===== src/rtl/clb_pkg.sv =====
package clb_pkg;
  // ----------------------------------------
  // bus widths and address formation
  // ----------------------------------------
  localparam int          DATA_W      = 16;
  localparam int          ADDR_W      = 24;
  localparam int          REAL_AW     = 20;
  localparam int          SEG_SHIFT   = 4;
  localparam int          QUEUE_BYTES = 16;
  localparam int          FIFO_W      = 32;
  localparam int          FIFO_DEPTH  = QUEUE_BYTES / (FIFO_W / 8);
  // ----------------------------------------
  // reset values
  // ----------------------------------------
  localparam logic [1:0]  BE_NONE_N   = 2'h3;
  localparam logic [22:0] ADDR_RST    = 23'h000000;
  localparam logic [15:0] DATA_RST    = 16'h0000;
  // ----------------------------------------
  // types
  // ----------------------------------------
  typedef enum logic [3:0] {
    ST_IDLE = 4'h1,
    ST_ADDR = 4'h2,
    ST_WAIT = 4'h4,
    ST_HOLD = 4'h8
  } clb_state_t;

  typedef struct packed {
    logic [22:0] addr;
    logic [1:0]  be_n;
    logic        mio;
    logic        dc;
    logic        wr;
    logic        lock;
    logic [15:0] wdata;
  } clb_cyc_t;
endpackage


===== src/rtl/clb_bus_unit.sv =====
`timescale 1ns/10ps
`default_nettype none

// ----------------------------------------
// data queue
// ----------------------------------------
module clb_fifo #(
  parameter int W = 32,
  parameter int D = 4
) (
  input  wire logic         clk_sys,
  input  wire logic         reset,
  input  wire logic         ce,
  input  wire logic         in_valid,
  output logic              in_ready,
  input  wire logic [W-1:0] in_data,
  output logic              out_valid,
  input  wire logic         out_ready,
  output logic      [W-1:0] out_data
);
  localparam int PW = (D > 1) ? $clog2(D) : 1;
  localparam int CW = $clog2(D + 1);

  typedef struct packed {
    logic [PW-1:0] wp;
    logic [PW-1:0] rp;
    logic [CW-1:0] cnt;
  } clb_fifo_t;

  clb_fifo_t        s;
  clb_fifo_t        next_s;
  logic [W-1:0]     mem [D];
  logic             push;
  logic             pop;

  assign in_ready  = (s.cnt != CW'(D));
  assign out_valid = (s.cnt != '0);
  assign out_data  = mem[s.rp];
  assign push      = ce & in_valid & in_ready;
  assign pop       = ce & out_valid & out_ready;

  always_comb begin
    next_s = s;
    if (push) begin
      next_s.wp = (s.wp == PW'(D - 1)) ? '0 : s.wp + 1'b1;
    end
    if (pop) begin
      next_s.rp = (s.rp == PW'(D - 1)) ? '0 : s.rp + 1'b1;
    end
    next_s.cnt = s.cnt + CW'(push) - CW'(pop);
  end

  always_ff @(posedge clk_sys) begin
    if (reset) begin
      s <= '0;
    end else begin
      s <= next_s;
    end
    if (push) begin
      mem[s.wp] <= in_data;
    end
  end
endmodule

// ----------------------------------------
// local bus unit
// ----------------------------------------
module clb_bus_unit #(
  parameter int DEPTH = clb_pkg::FIFO_DEPTH
) (
  input  wire logic        clk_sys,
  input  wire logic        reset,
  input  wire logic        ce,
  // core request side
  input  wire logic        req_valid,
  output logic             req_ready,
  input  wire logic        req_write,
  input  wire logic        req_mio,
  input  wire logic        req_dc,
  input  wire logic        req_lock,
  input  wire logic [1:0]  req_be_n,
  input  wire logic [15:0] req_seg,
  input  wire logic [15:0] req_ofs,
  input  wire logic [23:0] req_phys,
  input  wire logic [15:0] req_wdata,
  output logic             wr_done,
  output logic             rd_valid,
  input  wire logic        rd_ready,
  output logic      [31:0] rd_data,
  input  wire logic        set_protected,
  output logic             protected_mode,
  output logic             core_init,
  output logic             maskable_irq_sampled,
  output logic             nmi_pending,
  input  wire logic        nmi_ack,
  output logic             exec_stall,
  output logic             copro_xfer_req,
  output logic             copro_error,
  // local bus pins
  input  wire logic [15:0] data_lines_in,
  output logic      [15:0] data_lines_out,
  output logic             data_lines_oe,
  output logic      [22:0] word_address_lines,
  output logic             high_byte_enable_n,
  output logic             low_byte_enable_n,
  output logic             address_strobe_n,
  output logic             mem_io_sel,
  output logic             data_ctrl,
  output logic             write_read,
  output logic             lock_n,
  output logic             bus_oe,
  input  wire logic        transfer_ack_n,
  input  wire logic        next_address_n,
  input  wire logic        bus_request,
  output logic             bus_grant,
  input  wire logic        maskable_irq,
  input  wire logic        nmi,
  input  wire logic        copro_operand_request,
  input  wire logic        copro_busy_n,
  input  wire logic        copro_error_n
);
  typedef struct packed {
    clb_pkg::clb_state_t st;
    logic                ph;
    clb_pkg::clb_cyc_t   pins;
    clb_pkg::clb_cyc_t   cur;
    logic                pipe_v;
    logic                ads_n;
    logic                half_v;
    logic [15:0]         half;
    logic                done;
    logic                init;
    logic                prot;
    logic                maskable_irq_q;
    logic                nmi_prev;
    logic                nmi_pend;
    logic                busy_q;
    logic                err_q;
    logic                copro_operand_request_q;
  } clb_bus_t;

  localparam clb_pkg::clb_cyc_t CYC_RST = '{
    addr: clb_pkg::ADDR_RST, be_n: clb_pkg::BE_NONE_N, mio: 1'b0,
    dc: 1'b0, wr: 1'b0, lock: 1'b0, wdata: clb_pkg::DATA_RST};

  clb_bus_t                    s;
  clb_bus_t                    next_s;
  clb_pkg::clb_cyc_t           cyc_in;
  logic                        pcyc;
  logic [clb_pkg::REAL_AW-1:0] real_a;
  logic [23:0]                 phys;
  logic                        q_in_valid;
  logic                        q_in_ready;
  logic [31:0]                 q_in_data;
  logic                        can_take;
  logic                        pipe_ok;

  // ----------------------------------------
  // address formation
  // ----------------------------------------
  assign pcyc   = ce & s.ph;
  assign real_a = {req_seg, 4'h0} + {4'h0, req_ofs};
  assign phys   = s.prot ? req_phys : {4'h0, real_a};

  always_comb begin
    cyc_in.addr  = phys[23:1];
    cyc_in.be_n  = req_be_n;
    cyc_in.mio   = req_mio;
    cyc_in.dc    = req_dc;
    cyc_in.wr    = req_write;
    cyc_in.lock  = req_lock;
    cyc_in.wdata = req_wdata;
  end

  // reads only start with queue room, so a finished read never overflows it
  assign can_take = req_valid & (req_write | q_in_ready);
  // early issue limited to writes: keeps at most one read outstanding
  assign pipe_ok  = (s.st == clb_pkg::ST_WAIT) & ~next_address_n & ~s.pipe_v
                  & req_valid & req_write & transfer_ack_n;

  // ----------------------------------------
  // next state
  // ----------------------------------------
  always_comb begin
    next_s     = s;
    req_ready  = 1'b0;
    q_in_valid = 1'b0;
    q_in_data  = {data_lines_in, s.half};
    if (ce) begin
      next_s.ph = ~s.ph;
    end
    if (pcyc) begin
      next_s.done     = 1'b0;
      next_s.init     = 1'b0;
      next_s.maskable_irq_q   = maskable_irq;
      next_s.busy_q   = ~copro_busy_n;
      next_s.err_q    = ~copro_error_n;
      next_s.copro_operand_request_q  = copro_operand_request;
      next_s.nmi_prev = nmi;
      next_s.nmi_pend = (s.nmi_pend & ~nmi_ack) | (nmi & ~s.nmi_prev);
      if (set_protected) begin
        next_s.prot = 1'b1;
      end
      case (s.st)
        clb_pkg::ST_IDLE: begin
          if (bus_request & ~s.pins.lock) begin
            next_s.st = clb_pkg::ST_HOLD;
          end else if (can_take) begin
            req_ready    = 1'b1;
            next_s.pins  = cyc_in;
            next_s.cur   = cyc_in;
            next_s.ads_n = 1'b0;
            next_s.st    = clb_pkg::ST_ADDR;
          end
        end
        clb_pkg::ST_ADDR: begin
          next_s.ads_n = 1'b1;
          next_s.st    = clb_pkg::ST_WAIT;
        end
        clb_pkg::ST_WAIT: begin
          next_s.ads_n = 1'b1;
          if (~transfer_ack_n) begin
            if (s.cur.wr) begin
              next_s.done = 1'b1;
            end else if (s.half_v) begin
              q_in_valid    = 1'b1;
              next_s.half_v = 1'b0;
            end else begin
              next_s.half   = data_lines_in;
              next_s.half_v = 1'b1;
            end
            if (s.pipe_v) begin
              next_s.cur    = s.pins;
              next_s.pipe_v = 1'b0;
            end else begin
              next_s.st = clb_pkg::ST_IDLE;
            end
          end else if (pipe_ok) begin
            req_ready     = 1'b1;
            next_s.pins   = cyc_in;
            next_s.pipe_v = 1'b1;
            next_s.ads_n  = 1'b0;
          end
        end
        clb_pkg::ST_HOLD: begin
          if (~bus_request) begin
            next_s.st = clb_pkg::ST_IDLE;
          end
        end
        default: begin
          next_s.st = clb_pkg::ST_IDLE;
        end
      endcase
    end
  end

  always_ff @(posedge clk_sys) begin
    if (reset) begin
      s          <= '0;
      s.st       <= clb_pkg::ST_IDLE;
      s.pins     <= CYC_RST;
      s.cur      <= CYC_RST;
      s.ads_n    <= 1'b1;
      s.init     <= 1'b1;
      s.prot     <= 1'b0;
    end else begin
      s <= next_s;
    end
  end

  // ----------------------------------------
  // prefetch and read queue
  // ----------------------------------------
  clb_fifo #(
    .W (clb_pkg::FIFO_W),
    .D (DEPTH)
  ) u_queue (
    .clk_sys   (clk_sys),
    .reset     (reset),
    .ce        (ce),
    .in_valid  (q_in_valid),
    .in_ready  (q_in_ready),
    .in_data   (q_in_data),
    .out_valid (rd_valid),
    .out_ready (rd_ready),
    .out_data  (rd_data)
  );

  // ----------------------------------------
  // outputs
  // ----------------------------------------
  assign bus_grant          = (s.st == clb_pkg::ST_HOLD);
  assign bus_oe             = ~bus_grant;
  assign word_address_lines = s.pins.addr;
  assign high_byte_enable_n = s.pins.be_n[1];
  assign low_byte_enable_n  = s.pins.be_n[0];
  assign mem_io_sel         = s.pins.mio;
  assign data_ctrl          = s.pins.dc;
  assign write_read         = s.pins.wr;
  assign lock_n             = ~s.pins.lock;
  assign address_strobe_n   = s.ads_n;
  assign data_lines_out     = s.cur.wdata;
  assign data_lines_oe      = s.cur.wr & (s.st == clb_pkg::ST_ADDR | s.st == clb_pkg::ST_WAIT);
  assign wr_done            = s.done;
  assign protected_mode     = s.prot;
  assign core_init          = s.init;
  assign maskable_irq_sampled       = s.maskable_irq_q;
  assign nmi_pending        = s.nmi_pend;
  assign exec_stall         = s.busy_q;
  assign copro_xfer_req     = s.copro_operand_request_q;
  assign copro_error        = s.err_q;
endmodule
`default_nettype wire


===== config.mk =====
export PLATFORM = sky130hd
export DESIGN_NAME = clb_bus_unit
export DESIGN_NICKNAME = d
export VERILOG_FILES = /design/src/rtl/clb_pkg.sv /design/src/rtl/clb_bus_unit.sv
export SDC_FILE = /design/constraint.sdc
export NUM_CORES = 1
export LEC_CHECK = 0
export BUFFER_PORTS_ARGS = -buffer_cell sky130_fd_sc_hd__buf_2
export CAP_MARGIN = 0
export CORE_ASPECT_RATIO = 1.1
export CORE_MARGIN = 1.5
export CORE_UTILIZATION = 50
export DETAILED_ROUTE_END_ITERATION = 8
export PLACE_DENSITY = 0.85
export REMOVE_ABC_BUFFERS = 1
export SLEW_MARGIN = 10
export SYNTH_ARGS = -nofsm -noshare
export SYNTH_HDL_FRONTEND = slang
export SYNTH_SLANG_ARGS = --single-unit

===== constraint.sdc =====
create_clock -name clk_sys -period 2.65 [get_ports clk_sys]
set_clock_uncertainty 0.1 [all_clocks]
set_input_delay 0.3975 -clock clk_sys [delete_from_list [all_inputs] [get_ports clk_sys]]
set_output_delay 0.3975 -clock clk_sys [all_outputs]
set_load 0.01 [all_outputs]

==> results.md, run 1 <==
- Relative slew margins: 43.7%
- Share of synthesized area occupied by flip-flops and latches: approximately three fifths
- Period utilization: about 97%
- Maximum vdd drop: about 0.57 mV
- Total clock sinks: approximately 230
- CTS Buffer Depth: 3
- Unrepaired setup endpoints after global routing: true
- Y dimension of the die: roughly 150 um
- Dpl hpwl: 14.1 mm
- Number of enable flip-flop cells after synthesis: between 100 and 150
- Biggest area consumer among synthesized cells: edfxtp_1
- Count of boundary I/O pins: 200
- Number of global-route vias before repair: between 6,000 and 7,000
- Comb pwr share: around 11%
- Leakage: 4.52 nW
- Yosys cell types: 60
- Clock network fraction of design power: between 30% and 40%
- Top cell family by delay on the critical path: simple AND/OR/NAND/NOR gates
- Hold slack: between 20 and 30 ps
- Cells along the critical path: buf_4 -> or4_1 -> a21o_1 -> inv_4 -> buf_2
- Placement Setup Slack: -240 ps
- Most common flop cell mapped by yosys: edfxtp_1
- Critical path's slowest cell: or4_1
- Category of the most critical setup path: flop to primary output
- Number of buffers created by CTS: 23
- Total Routing Usage GR: 20.0%
- Cell types occupying the most area after synthesis: edfxtp_1 39%, dfxtp_1 21%, mux4_2 7.3%
- Status: complete, no violations
- Hold violation total from the final report: 0
- Last weighted congestion value of the routability-driven placer: ~0.86
- Die Span X: approximately 140 um
- Number of diodes added for antenna fixing: 0
- Pre-Repair DR Iteration Count: 5
- Setup violation total in the final timing report: 0
- Highest fanout seen on the critical path: 13
- Clock network latency to the later pin of the worst-skew pair: about 500 ps
- Max Clk Rate: approximately 390 MHz
- Wire length of the first global-routing pass: ~32 mm
- Maximum capacitance violations: 0
- Post-route antenna net violation count: 0
- Die ar.: just over 0.02 sq mm
- Buf/Inv on CP: 3
- Fin crit period: between 2000 and 3000 ps
- Number of remaining DRC errors: 0
- Total congestion overflow: 0
- Req. time, crit path: ~2200 ps
- Fill count: about 1,400
- Share of the synthesized area in the top cell type: roughly two fifths
- WL final: approximately 21 mm
- Class of the tightest hold or removal check: input port to flop
- Post-DR vias/cell: roughly 5.4
- Clock tree from TritonCTS: yes
- Crit end category: primary output
- Area of the placeable core: approximately 0.019 sq mm
- Proportion of total power due to net switching: between 20% and 30%
- DRC marker count from the first detailed-route iteration: around 360
- Psw: 1.73 mW
- Post-layout worst setup margin: slightly below 80 ps
- Sequential cell fraction of total power: 51.3%
- Maximum number of pins on one net before global-route repair: 55
- Int Pwr: about 5.8 mW
- Finished Cell Area: roughly 0.012 sq mm
- Arrival time at the worst endpoint: ~2100 ps
- Antenna violations before repair: 0
- Crit path largest cell delay: around 550 ps
- Number of I/O port buffers: 197
- Fraction of registers with async set/reset: 0%
- Cell Area, Placed: approximately 0.011 sq mm
- Critical Path Start Type: flop
- Synthesized netlist cell count: a little under 800
- Layout Nets: approximately 1,100
- Number of rows created at floorplan: between 50 and 60
- Relative area change from synthesis to final layout: 19.0%
- Depth of the CTS H-tree: 1
- Share of post-route cells with drive strength above 1: roughly a third
- Actual slew at the worst max-slew pin: between 800 and 900 ps
- Post-synthesis register bit count: 232
- Register clock-pin slew on the reported worst setup and hold paths: approximately 60 ps
- Average wire per standard cell: around 17 um
- Cell area power density: 646 mW/mm^2
- Via count: between 6,000 and 7,000
- Clock Tree Root: clkbuf_16
- Starting Density: roughly 50%
- Synthesized area divided by synthesized cell count: around 12 sq um
- Summed instance area of the synthesized netlist: 0.00983 sq mm
- Max-slew violation count: 0
- Warnings from Yosys: 0
cell type report:
| class | count | area, sq um | area share, % |
|---|---|---|---|
| tap | 247 | 309 | 2.64 |
| inverter | 14 | 55.1 | 0.471 |
| multi-input combinational | 458 | 3380 | 28.9 |
| timing repair buffer | 234 | 1380 | 11.8 |
| clock inverter | 6 | 32.5 | 0.278 |
| clock buffer | 34 | 617 | 5.27 |
| sequential | 232 | 5930 | 50.7 |
synthesized netlist by cell type, types with 3 or more instances:
cell type	count
a211oi_1	18
a21o_1	4
buf_4	43
inv_1	13
a21oi_1	68
o21ai_0	19
clkbuf_1	23
nand3_1	16
nand2b_1	3
xnor2_1	12
nand2_1	108
dfxtp_1	104
o211ai_1	4
buf_2	14
edfxtp_1	128
nor2_1	47
nand4_1	3
mux4_2	32
and2_1	5
ha_1	19
nor3_1	8
mux2i_1	25
nor4_1	3
a211oi_2	13
o21bai_1	4
nor2b_1	3
a31oi_1	5
buf_1	5
or3_1	4
flip-flops by register name, indices dropped and copies added, names as in the netlist, 7 cells and up, named ones only:
| name | cells |
|---|---|
| u_queue.s | 7 |
| q_in_data | 16 |
| data_lines_out | 16 |
| word_address_lines | 23 |
| s | 26 |
| u_queue.mem | 128 |
routing by layer:
metal  GRT usage, %  wire length, um
met5              0                0
met4           4.36              301
met3           4.85             1590
met2           36.8            10800
met1           23.5             8230
path summary, 6_finish.rpt:
path	startpoint	end	slack (ps)	cells past startpoint
worst min-delay path	req_be_n[1]	high_byte_enable_n	30	3
worst max-delay path	s[120]	req_ready	80	5
worst max register to register	s[122]	u_queue.s[2]	150	10
worst min register to register	word_address_lines[19]	word_address_lines[19]	350	2
worst register-to-register path, delay by kind of cell, from the launching register on:
kind / cells / cell delay [ps]
xor gates and xnor gates: 2 / 330
buffers and inverters: 1 / 50
DFF: 1 / 330
adders and majority gates: 2 / 500
and+or+nand+nor: 5 / 1060
repair_timing:
action	CTS	global route
cloned	0	1
setup buffers	0	5
gates resized for setup	5	4
hold endpoints to repair	3	0
hold buffers	3	0
pin swaps	0	3
setup endpoints to repair	1	2
layout by cell type (no fill, tap or decap), drive strengths merged, types with 4 or more instances in the layout:
master,synthesis,routed
buf,62,230
edfxtp,128,128
nand2,109,109
dfxtp,104,104
a21oi,68,68
nor2,47,47
clkbuf,23,35
mux4,32,32
a211oi,31,31
mux2i,25,25
o21ai,19,19
ha,19,19
nand3,16,16
inv,14,14
xnor2,12,12
nor3,8,8
clkinv,0,6
and2,5,5
a31oi,5,5
or3,4,4
a21o,4,4
o21bai,4,4
o211ai,4,4
nor4b,4,4
power groups by stage:
stage	sequential [mW]	clock (mW)	combinational (mW)
finish	3.88	2.86	0.827
global route	3.89	3.07	0.909
CTS	3.88	2.92	0.813
detailed placement	3.95	0	0.803
global placement	3.95	0	0.786
floorplan	4.01	0	0.423
through the flow:
step | util [%] | power, mW | setup TNS, ps | instances
2_1_floorplan | - | 4.43 | -186810 | 704
3_3_place_gp | 57.0 | 4.73 | -365 | 1176
3_5_place_dp | 57.0 | 4.76 | -465 | 1176
4_1_cts | 60.7 | 7.61 | 0 | 1219
5_1_grt | 61.0 | 7.87 | -4.59 | 1225
6_report | 61.0 | 7.56 | 0 | 1225
kinds of logic after synthesis:
family	Yosys count	synth area share [%]
AOI/OAI and AO/OA	149	10.1
xor gates and xnor gates	14	1.25
adders and majority gates	21	2.82
buffers and inverters	99	5.60
DFF	232	60.3
muxes	57	9.87
and+or+nand+nor	217	10.1
Power figures use the tool's default switching activity.
==> inputs of run 2 (changes only) <==
- CORE_ASPECT_RATIO: 1.1 -> not set
==> run 2 against run 1 <==
Net effect:
- cell area grew 1.5%
- via count grew 0.57%
- clock power grew 14%
- non-clock buffer count grew 1
- flip-flop and latch count is the same
- power grew 5.2%
- register-to-register slack gained 40 ps
- die area is essentially flat
- largest cell class unchanged
- critical endpoint unchanged
- combinational power shrank 2%
- count of clock-buffer cells in the layout shrank 1
==> results.md, run 2 (synthesis gave the netlist of run 1 again) <==
- Crit path largest cell delay: approximately 560 ps
- Post-DR vias/cell: 5.36
- Sequential cell fraction of total power: between 40% and 50%
- Number of I/O port buffers: a little under 200
- Critical Path Start Type: flop
- Average wire per standard cell: ~17 um
- Die ar.: between 0.02 and 0.025 sq mm
- Number of remaining DRC errors: 0
- Number of cells after detailed placement: 1,195
- Critical register-to-register path startpoint: s[119]
- Total Routing Usage GR: 20.9%
- Non-filler cells in the finished layout: between 1,000 and 1,500
- Y dimension of the die: 143 um
- Relative area change from synthesis to final layout: 20.7%
- Actual slew at the worst max-slew pin: 610 ps
- Fin crit period: ~2500 ps
- Register clock-pin slew on the reported worst setup and hold paths: 60 ps
- Maximum capacitance violations: 0
- Req. time, crit path: approximately 2200 ps
- Class of the tightest hold or removal check: input port to flop
- Die Span X: 143 um
- Pre-Repair DR Iteration Count: 4
- Hold Path Cell Cnt: 3
- Reg-to-Reg End: u_queue.s[2]
- Psw: ~1.8 mW
- Total clock sinks: approximately 230
- Sequential cell area: 0.00593 sq mm
- Via count: approximately 6,700
- Hold slack: 26.9 ps
- Arrival time at the worst endpoint: between 2000 and 2500 ps
- CTS Buffer Depth: 3
- Clock tree from TritonCTS: yes
- Starting Density: 50.7%
- Cell area power density: roughly 670 mW/mm^2
- Biggest register: u_queue.mem
- Number of diodes added for antenna fixing: 0
- Dpl hpwl: approximately 14 mm
- Fill count: 1,498
- DRC marker count from the first detailed-route iteration: 252
- Leakage: between 4 and 5 nW
- Relative slew margins: approximately three fifths
- Number of global-route vias before repair: between 6,000 and 7,000
- Most frequent cells in the layout: 196 x buf_2, 128 x edfxtp_1, 108 x nand2_1
- Crit end category: primary output
- Finished Cell Area: 0.0119 sq mm
- Proportion of total power due to net switching: 22.7%
- Leading cell type in the layout, fill and taps excluded: buf_2
- Depth of the CTS H-tree: 1
- Hold violation total from the final report: 0
- Layout Nets: 1,095
- Maximum number of pins on one net before global-route repair: between 50 and 60
- Int Pwr: 6.15 mW
- Power, Total: about 8 mW
- Highest fanout seen on the critical path: 8
- Last weighted congestion value of the routability-driven placer: just over 0.9
- Core utilization of the finished layout: between 60% and 70%
- R2R Setup Slk: approximately 190 ps
- Area of the placeable core: slightly below 0.02 sq mm
- Clock network latency to the later pin of the worst-skew pair: 490 ps
- Cell count of the worst reg-to-reg path: 10
- Number of rows created at floorplan: about 50
- Capture endpoint of the worst hold path: low_byte_enable_n
- WL final: 21.4 mm
- Comb pwr share: ~10%
- Wire length of the first global-routing pass: between 30 and 40 mm
- Max Clk Rate: roughly 390 MHz
- Multi-input gate area: between 0.003 and 0.004 sq mm
- Clock network fraction of design power: 41.0%
- Hold Path Origin: req_be_n[0]
- Period utilization: around 96%
- Max reg flops: 128
- Setup violation total in the final timing report: 0
- Clock Tree Root: clkbuf_16
- Maximum vdd drop: approximately 0.37 mV
- Total congestion overflow: 0
- Number of buffers created by CTS: 24
- Category of the most critical setup path: flop to primary output
- Cells along the critical path: buf_4 -> or4_1 -> a21o_4 -> inv_4 -> buf_2
- Cell Area, Placed: ~0.011 sq mm
- Status: complete, no violations
- Antenna violations before repair: 1
- Count of boundary I/O pins: 200
- Critical path's slowest cell: or4_1
- Share of post-route cells with drive strength above 1: 33.2%
- Max-slew violation count: 0
- Post-route antenna net violation count: 0
## run 2: per-layer routing
| layer | routed length, um | part of all wire (%) | GRT usage (%) | vias up |
|---|---|---|---|---|
| met5 | 13 | 0.061 | 0 | - |
| met4 | 394 | 1.8 | 5.21 | 2 |
| met3 | 1580 | 7.4 | 5.13 | 32 |
| met2 | 11100 | 52 | 38.9 | 262 |
| met1 | 8360 | 39 | 24.1 | 3193 |
| li1 | - | - | - | 3204 |
## run 2: what timing repair did
action / CTS / global route
cloned: 1 / 0
hold buffers: 4 / 0
setup buffers: 2 / 2
hold endpoints to repair: 4 / 0
resized for setup: 4 / 3
endpoints found under the setup margin: 1 / 2
pin swaps: 1 / 2
## run 2: how the worst max path moves through the flow
| stage | start | end | slack [ps] | depth (start not counted) |
|---|---|---|---|---|
| after global routing | s[119] | u_queue.s[2] | -0.01 | 10 |
| after floorplan | s[121] | u_queue.mem[0][0] | -1050 | 5 |
| after detailed placement | req_seg[0] | word_address_lines[17] | -310 | 11 |
| after CTS | s[119] | u_queue.s[2] | 3 | 10 |
| after global placement | req_seg[0] | word_address_lines[17] | -170 | 11 |
| final | s[120] | req_ready | 100 | 5 |
## run 2: stage by stage
step	setup TNS (ps)	setup WS [ps]
4_1_cts	0	3.02
3_3_place_gp	-321	-168
3_5_place_dp	-612	-306
2_1_floorplan	-186810	-1050
5_1_grt	-0.00977	-0.00977
6_report	0	100
## run 2: area by class of cell
class,count,area share [%]
flip-flops and latches,232,49.9
multi-input cells,458,28.3
repair buffers,235,11.9
clock buffers,33,5.86
well taps,265,2.79
clock inverters,11,0.738
inverters,14,0.464
## run 2: power by group through the flow
stage	Clock, mW	Sequential [mW]	Combinational (mW)
3_3_place_gp	0	3.95	0.787
3_5_place_dp	0	3.96	0.803
4_1_cts	3.32	3.88	0.813
5_1_grt	3.48	3.89	0.898
6_report	3.26	3.88	0.811
2_1_floorplan	0	4.01	0.423
## run 2: critical path: cells and delay by family (launching register included)
kind            cells  cell delay (ps)
simple gates        1              560
buf+inv             3              430
flops               1              330
compound gates      1              240
==> inputs of run 3 (changes only) <==
- ABC_AREA: not set -> 1
- PLACE_DENSITY: 0.85 -> 0.84
==> run 3 against run 2 <==
Net effect:
- register-to-register slack improved by 130 ps
- cell area is 2.5% higher
- flip-flop and latch count is the same
- critical path type unchanged
- worst setup slack improved by 73 ps
- core utilization is 0.86 points lower
- hold slack got worse by 10 ps
- wire length increased by 15%
- largest power group unchanged
- sequential share of layout area is 1.2 points lower
- first-iteration DRC count is 79% higher
==> results.md, run 3 <==
- Clock tree from TritonCTS: yes
- Adder-Cell Fraction of Synth Area: 2.72%
- Summed instance area of the synthesized netlist: 0.0102 sq mm
- Finished Cell Area: 0.0122 sq mm
- Compound-cell area share of the yosys netlist: 12.9%
- Area share of xor/xnor cells in the synthesized design: less than 1%
- Basic-gate share of the synthesized area counting and, or, nand and nor cells: approximately 18%
- Post-synthesis mux area share: 0%
- Arrival time at the worst endpoint: between 1500 and 2000 ps
- Cells along the critical path: inv_1 -> buf_4 -> o21ai_0 -> o22ai_1 -> buf_2
- Maximum vdd drop: 0.437 mV
- Wire length of the first global-routing pass: 38.7 mm
- Area of the placeable core: between 0.02 and 0.025 sq mm
- Hold slack: approximately 17 ps
- Biggest area consumer among synthesized cells: edfxtp_1
- Most common flop cell mapped by yosys: edfxtp_1
- Dpl hpwl: 15.6 mm
- Fin crit period: between 2000 and 2500 ps
- Total congestion overflow: 0
- Number of diodes added for antenna fixing: 0
- Y dimension of the die: around 150 um
- Total clock sinks: between 200 and 250
- Share of synthesized area occupied by flip-flops and latches: 57.9%
- Status: complete, no violations
- Largest family of logic cells by synthesized area: simple AND/OR/NAND/NOR gates
- Relative slew margins: roughly half
- Crit end category: primary output
- Pre-Repair DR Iteration Count: 5
- Number of I/O port buffers: about 200
- Unrepaired setup endpoints after global routing: false
- Req. time, crit path: between 2000 and 2500 ps
- Setup violation total in the final timing report: 0
- Max Clk Rate: ~400 MHz
- Cell types occupying the most area after synthesis: edfxtp_1 38%, dfxtp_1 20%, nand2_1 7.4%
- Maximum number of pins on one net before global-route repair: between 80 and 90
- Max reg flops: roughly 130
- DRC marker count from the first detailed-route iteration: 452
- Most frequent cells in the layout: 202 x nand2_1, 197 x buf_2, 186 x nor2_1
- Synthesized area divided by synthesized cell count: roughly 9.1 sq um
- Category of the most critical setup path: flop to primary output
- Maximum capacitance violations: 0
- Top cell family by delay on the critical path: buffers and inverters
- Buf/Inv on CP: 3
- Highest fanout seen on the critical path: 24
- Clock network latency to the later pin of the worst-skew pair: around 520 ps
- WL final: 24.6 mm
- Number of buffers created by CTS: 24
- Cell area power density: 709 mW/mm^2
- Most frequent cell after synthesis: nand2_1
- Total Routing Usage GR: between 20% and 30%
- Number of remaining DRC errors: 0
- Number of rows created at floorplan: 52
- Yosys cell types: between 40 and 50
- Period utilization: between 90 and 100%
- Die ar.: 0.0213 sq mm
- CTS Buffer Depth: 3
- Die Span X: 146 um
- Depth of the CTS H-tree: 1
- Number of cells after detailed placement: ~1,500
- Crit path largest cell delay: between 300 and 400 ps
- Biggest register: u_queue.mem
- Leading post-synthesis cells by instance count: 202 x nand2_1, 190 x nor2_1, 138 x o21ai_0
- Clock Tree Root: clkbuf_16
- Antenna violations before repair: 0
- Fraction of registers with async set/reset: 0%
- Count of boundary I/O pins: 200
- Leading cell type in the layout, fill and taps excluded: nand2_1
- Last weighted congestion value of the routability-driven placer: approximately 0.97
- Starting Density: about half
- Critical Path Start Type: flop
- Register clock-pin slew on the reported worst setup and hold paths: around 60 ps
- Average wire per standard cell: ~16 um
- Hold violation total from the final report: 0
- Number of global-route vias before repair: approximately 7,700
- Core utilization of the finished layout: between 60% and 70%
- Class of the tightest hold or removal check: input port to flop
- Synthesized netlist cell count: roughly 1,100
- Warnings from Yosys: 0
- Via count: a little over 8,000
- Critical path's slowest cell: buf_4
- Post-synthesis register bit count: between 200 and 250
- Share of the synthesized area in the top cell type: a little under two fifths
- Number of enable flip-flop cells after synthesis: between 100 and 150
- Share of post-route cells with drive strength above 1: approximately 22%
- Relative area change from synthesis to final layout: 19.0%
- Leakage: roughly 5.2 nW
- Cell Area, Placed: 0.0113 sq mm
- Post-route antenna net violation count: 0
- Max-slew violation count: 0
- Actual slew at the worst max-slew pin: approximately 750 ps
- Layout Nets: around 1,400
- Non-filler cells in the finished layout: around 1,600
- Power, Total: 8.63 mW
- Fill count: roughly 1,700
- Post-DR vias/cell: 5.12
-- run 3: cell count changes in the layout (fill, tap and decap cells not counted), moves of 9 or more --
cell,previous run,this run
o21ai_1,0,9
nor2_1,47,186
inv_1,13,82
o22ai_1,1,32
a21oi_1,68,52
a211oi_2,13,0
nand2_1,108,202
xnor2_1,12,3
buf_4,26,13
nand3_1,16,27
o21ai_0,19,138
mux4_2,32,0
a211oi_1,18,0
mux2i_1,25,0
-- run 3: final timing paths --
kind	slack, ps	to	depth (start not counted)	start
min	20	u_queue.mem[3][21]	1	data_lines_in[5]
min reg2reg	350	s[88]	2	s[88]
max reg2reg	320	u_queue.s[2]	14	s[122]
max	170	rd_data[0]	5	flop
-- run 3: kinds of logic (layout without fill, tap and decap cells) --
| family | Yosys count | after routing |
|---|---|---|
| AND/OR/NAND/NOR | 443 | 444 |
| buffers and inverters | 180 | 358 |
| flip-flops | 232 | 232 |
| adder cells (fa/ha/maj) | 21 | 21 |
| AO/OA/AOI/OAI | 244 | 244 |
| XOR/XNOR | 4 | 4 |
-- run 3: what timing repair did --
| action | CTS | global route |
|---|---|---|
| gates resized for setup | 0 | 2 |
| buffers inserted | 0 | 2 |
| pin swaps | 0 | 0 |
| setup endpoints to repair | 1 | 2 |
| gates cloned | 0 | 1 |
| hold endpoints to repair | 9 | 0 |
| hold buffers | 6 | 0 |
-- run 3: per-stage QoR --
stage          setup TNS [ps]  worst slack (ps)
2_1_floorplan          -84890              -831
3_3_place_gp                0               391
3_5_place_dp                0               348
4_1_cts                     0              21.7
5_1_grt                     0              35.0
6_report                    0               173
-- run 3: cell type report --
type | count | area [sq um] | share of cell area, %
multi-input combinational | 713 | 3460 | 28.4
timing repair buffer | 223 | 1280 | 10.5
sequential | 232 | 5930 | 48.7
clock buffer | 28 | 647 | 5.31
clock inverter | 16 | 163 | 1.34
tap | 270 | 338 | 2.78
inverter | 91 | 350 | 2.88
-- run 3: report_power, final --
group	switching, mW	internal (mW)	total, mW
combinational	0.819	0.481	1.30
sequential	0.0491	3.86	3.91
clock	1.39	2.04	3.43
total	2.25	6.38	8.63
-- run 3: routing by layer --
| layer | GRT usage (%) | share of wire (%) | vias up |
|---|---|---|---|
| met3 | 4.63 | 8.0 | 32 |
| met5 | 0 | 0 | - |
| met2 | 42.2 | 51 | 306 |
| met4 | 5.00 | 1.7 | 0 |
| li1 | - | - | 4029 |
| met1 | 26.6 | 39 | 3684 |
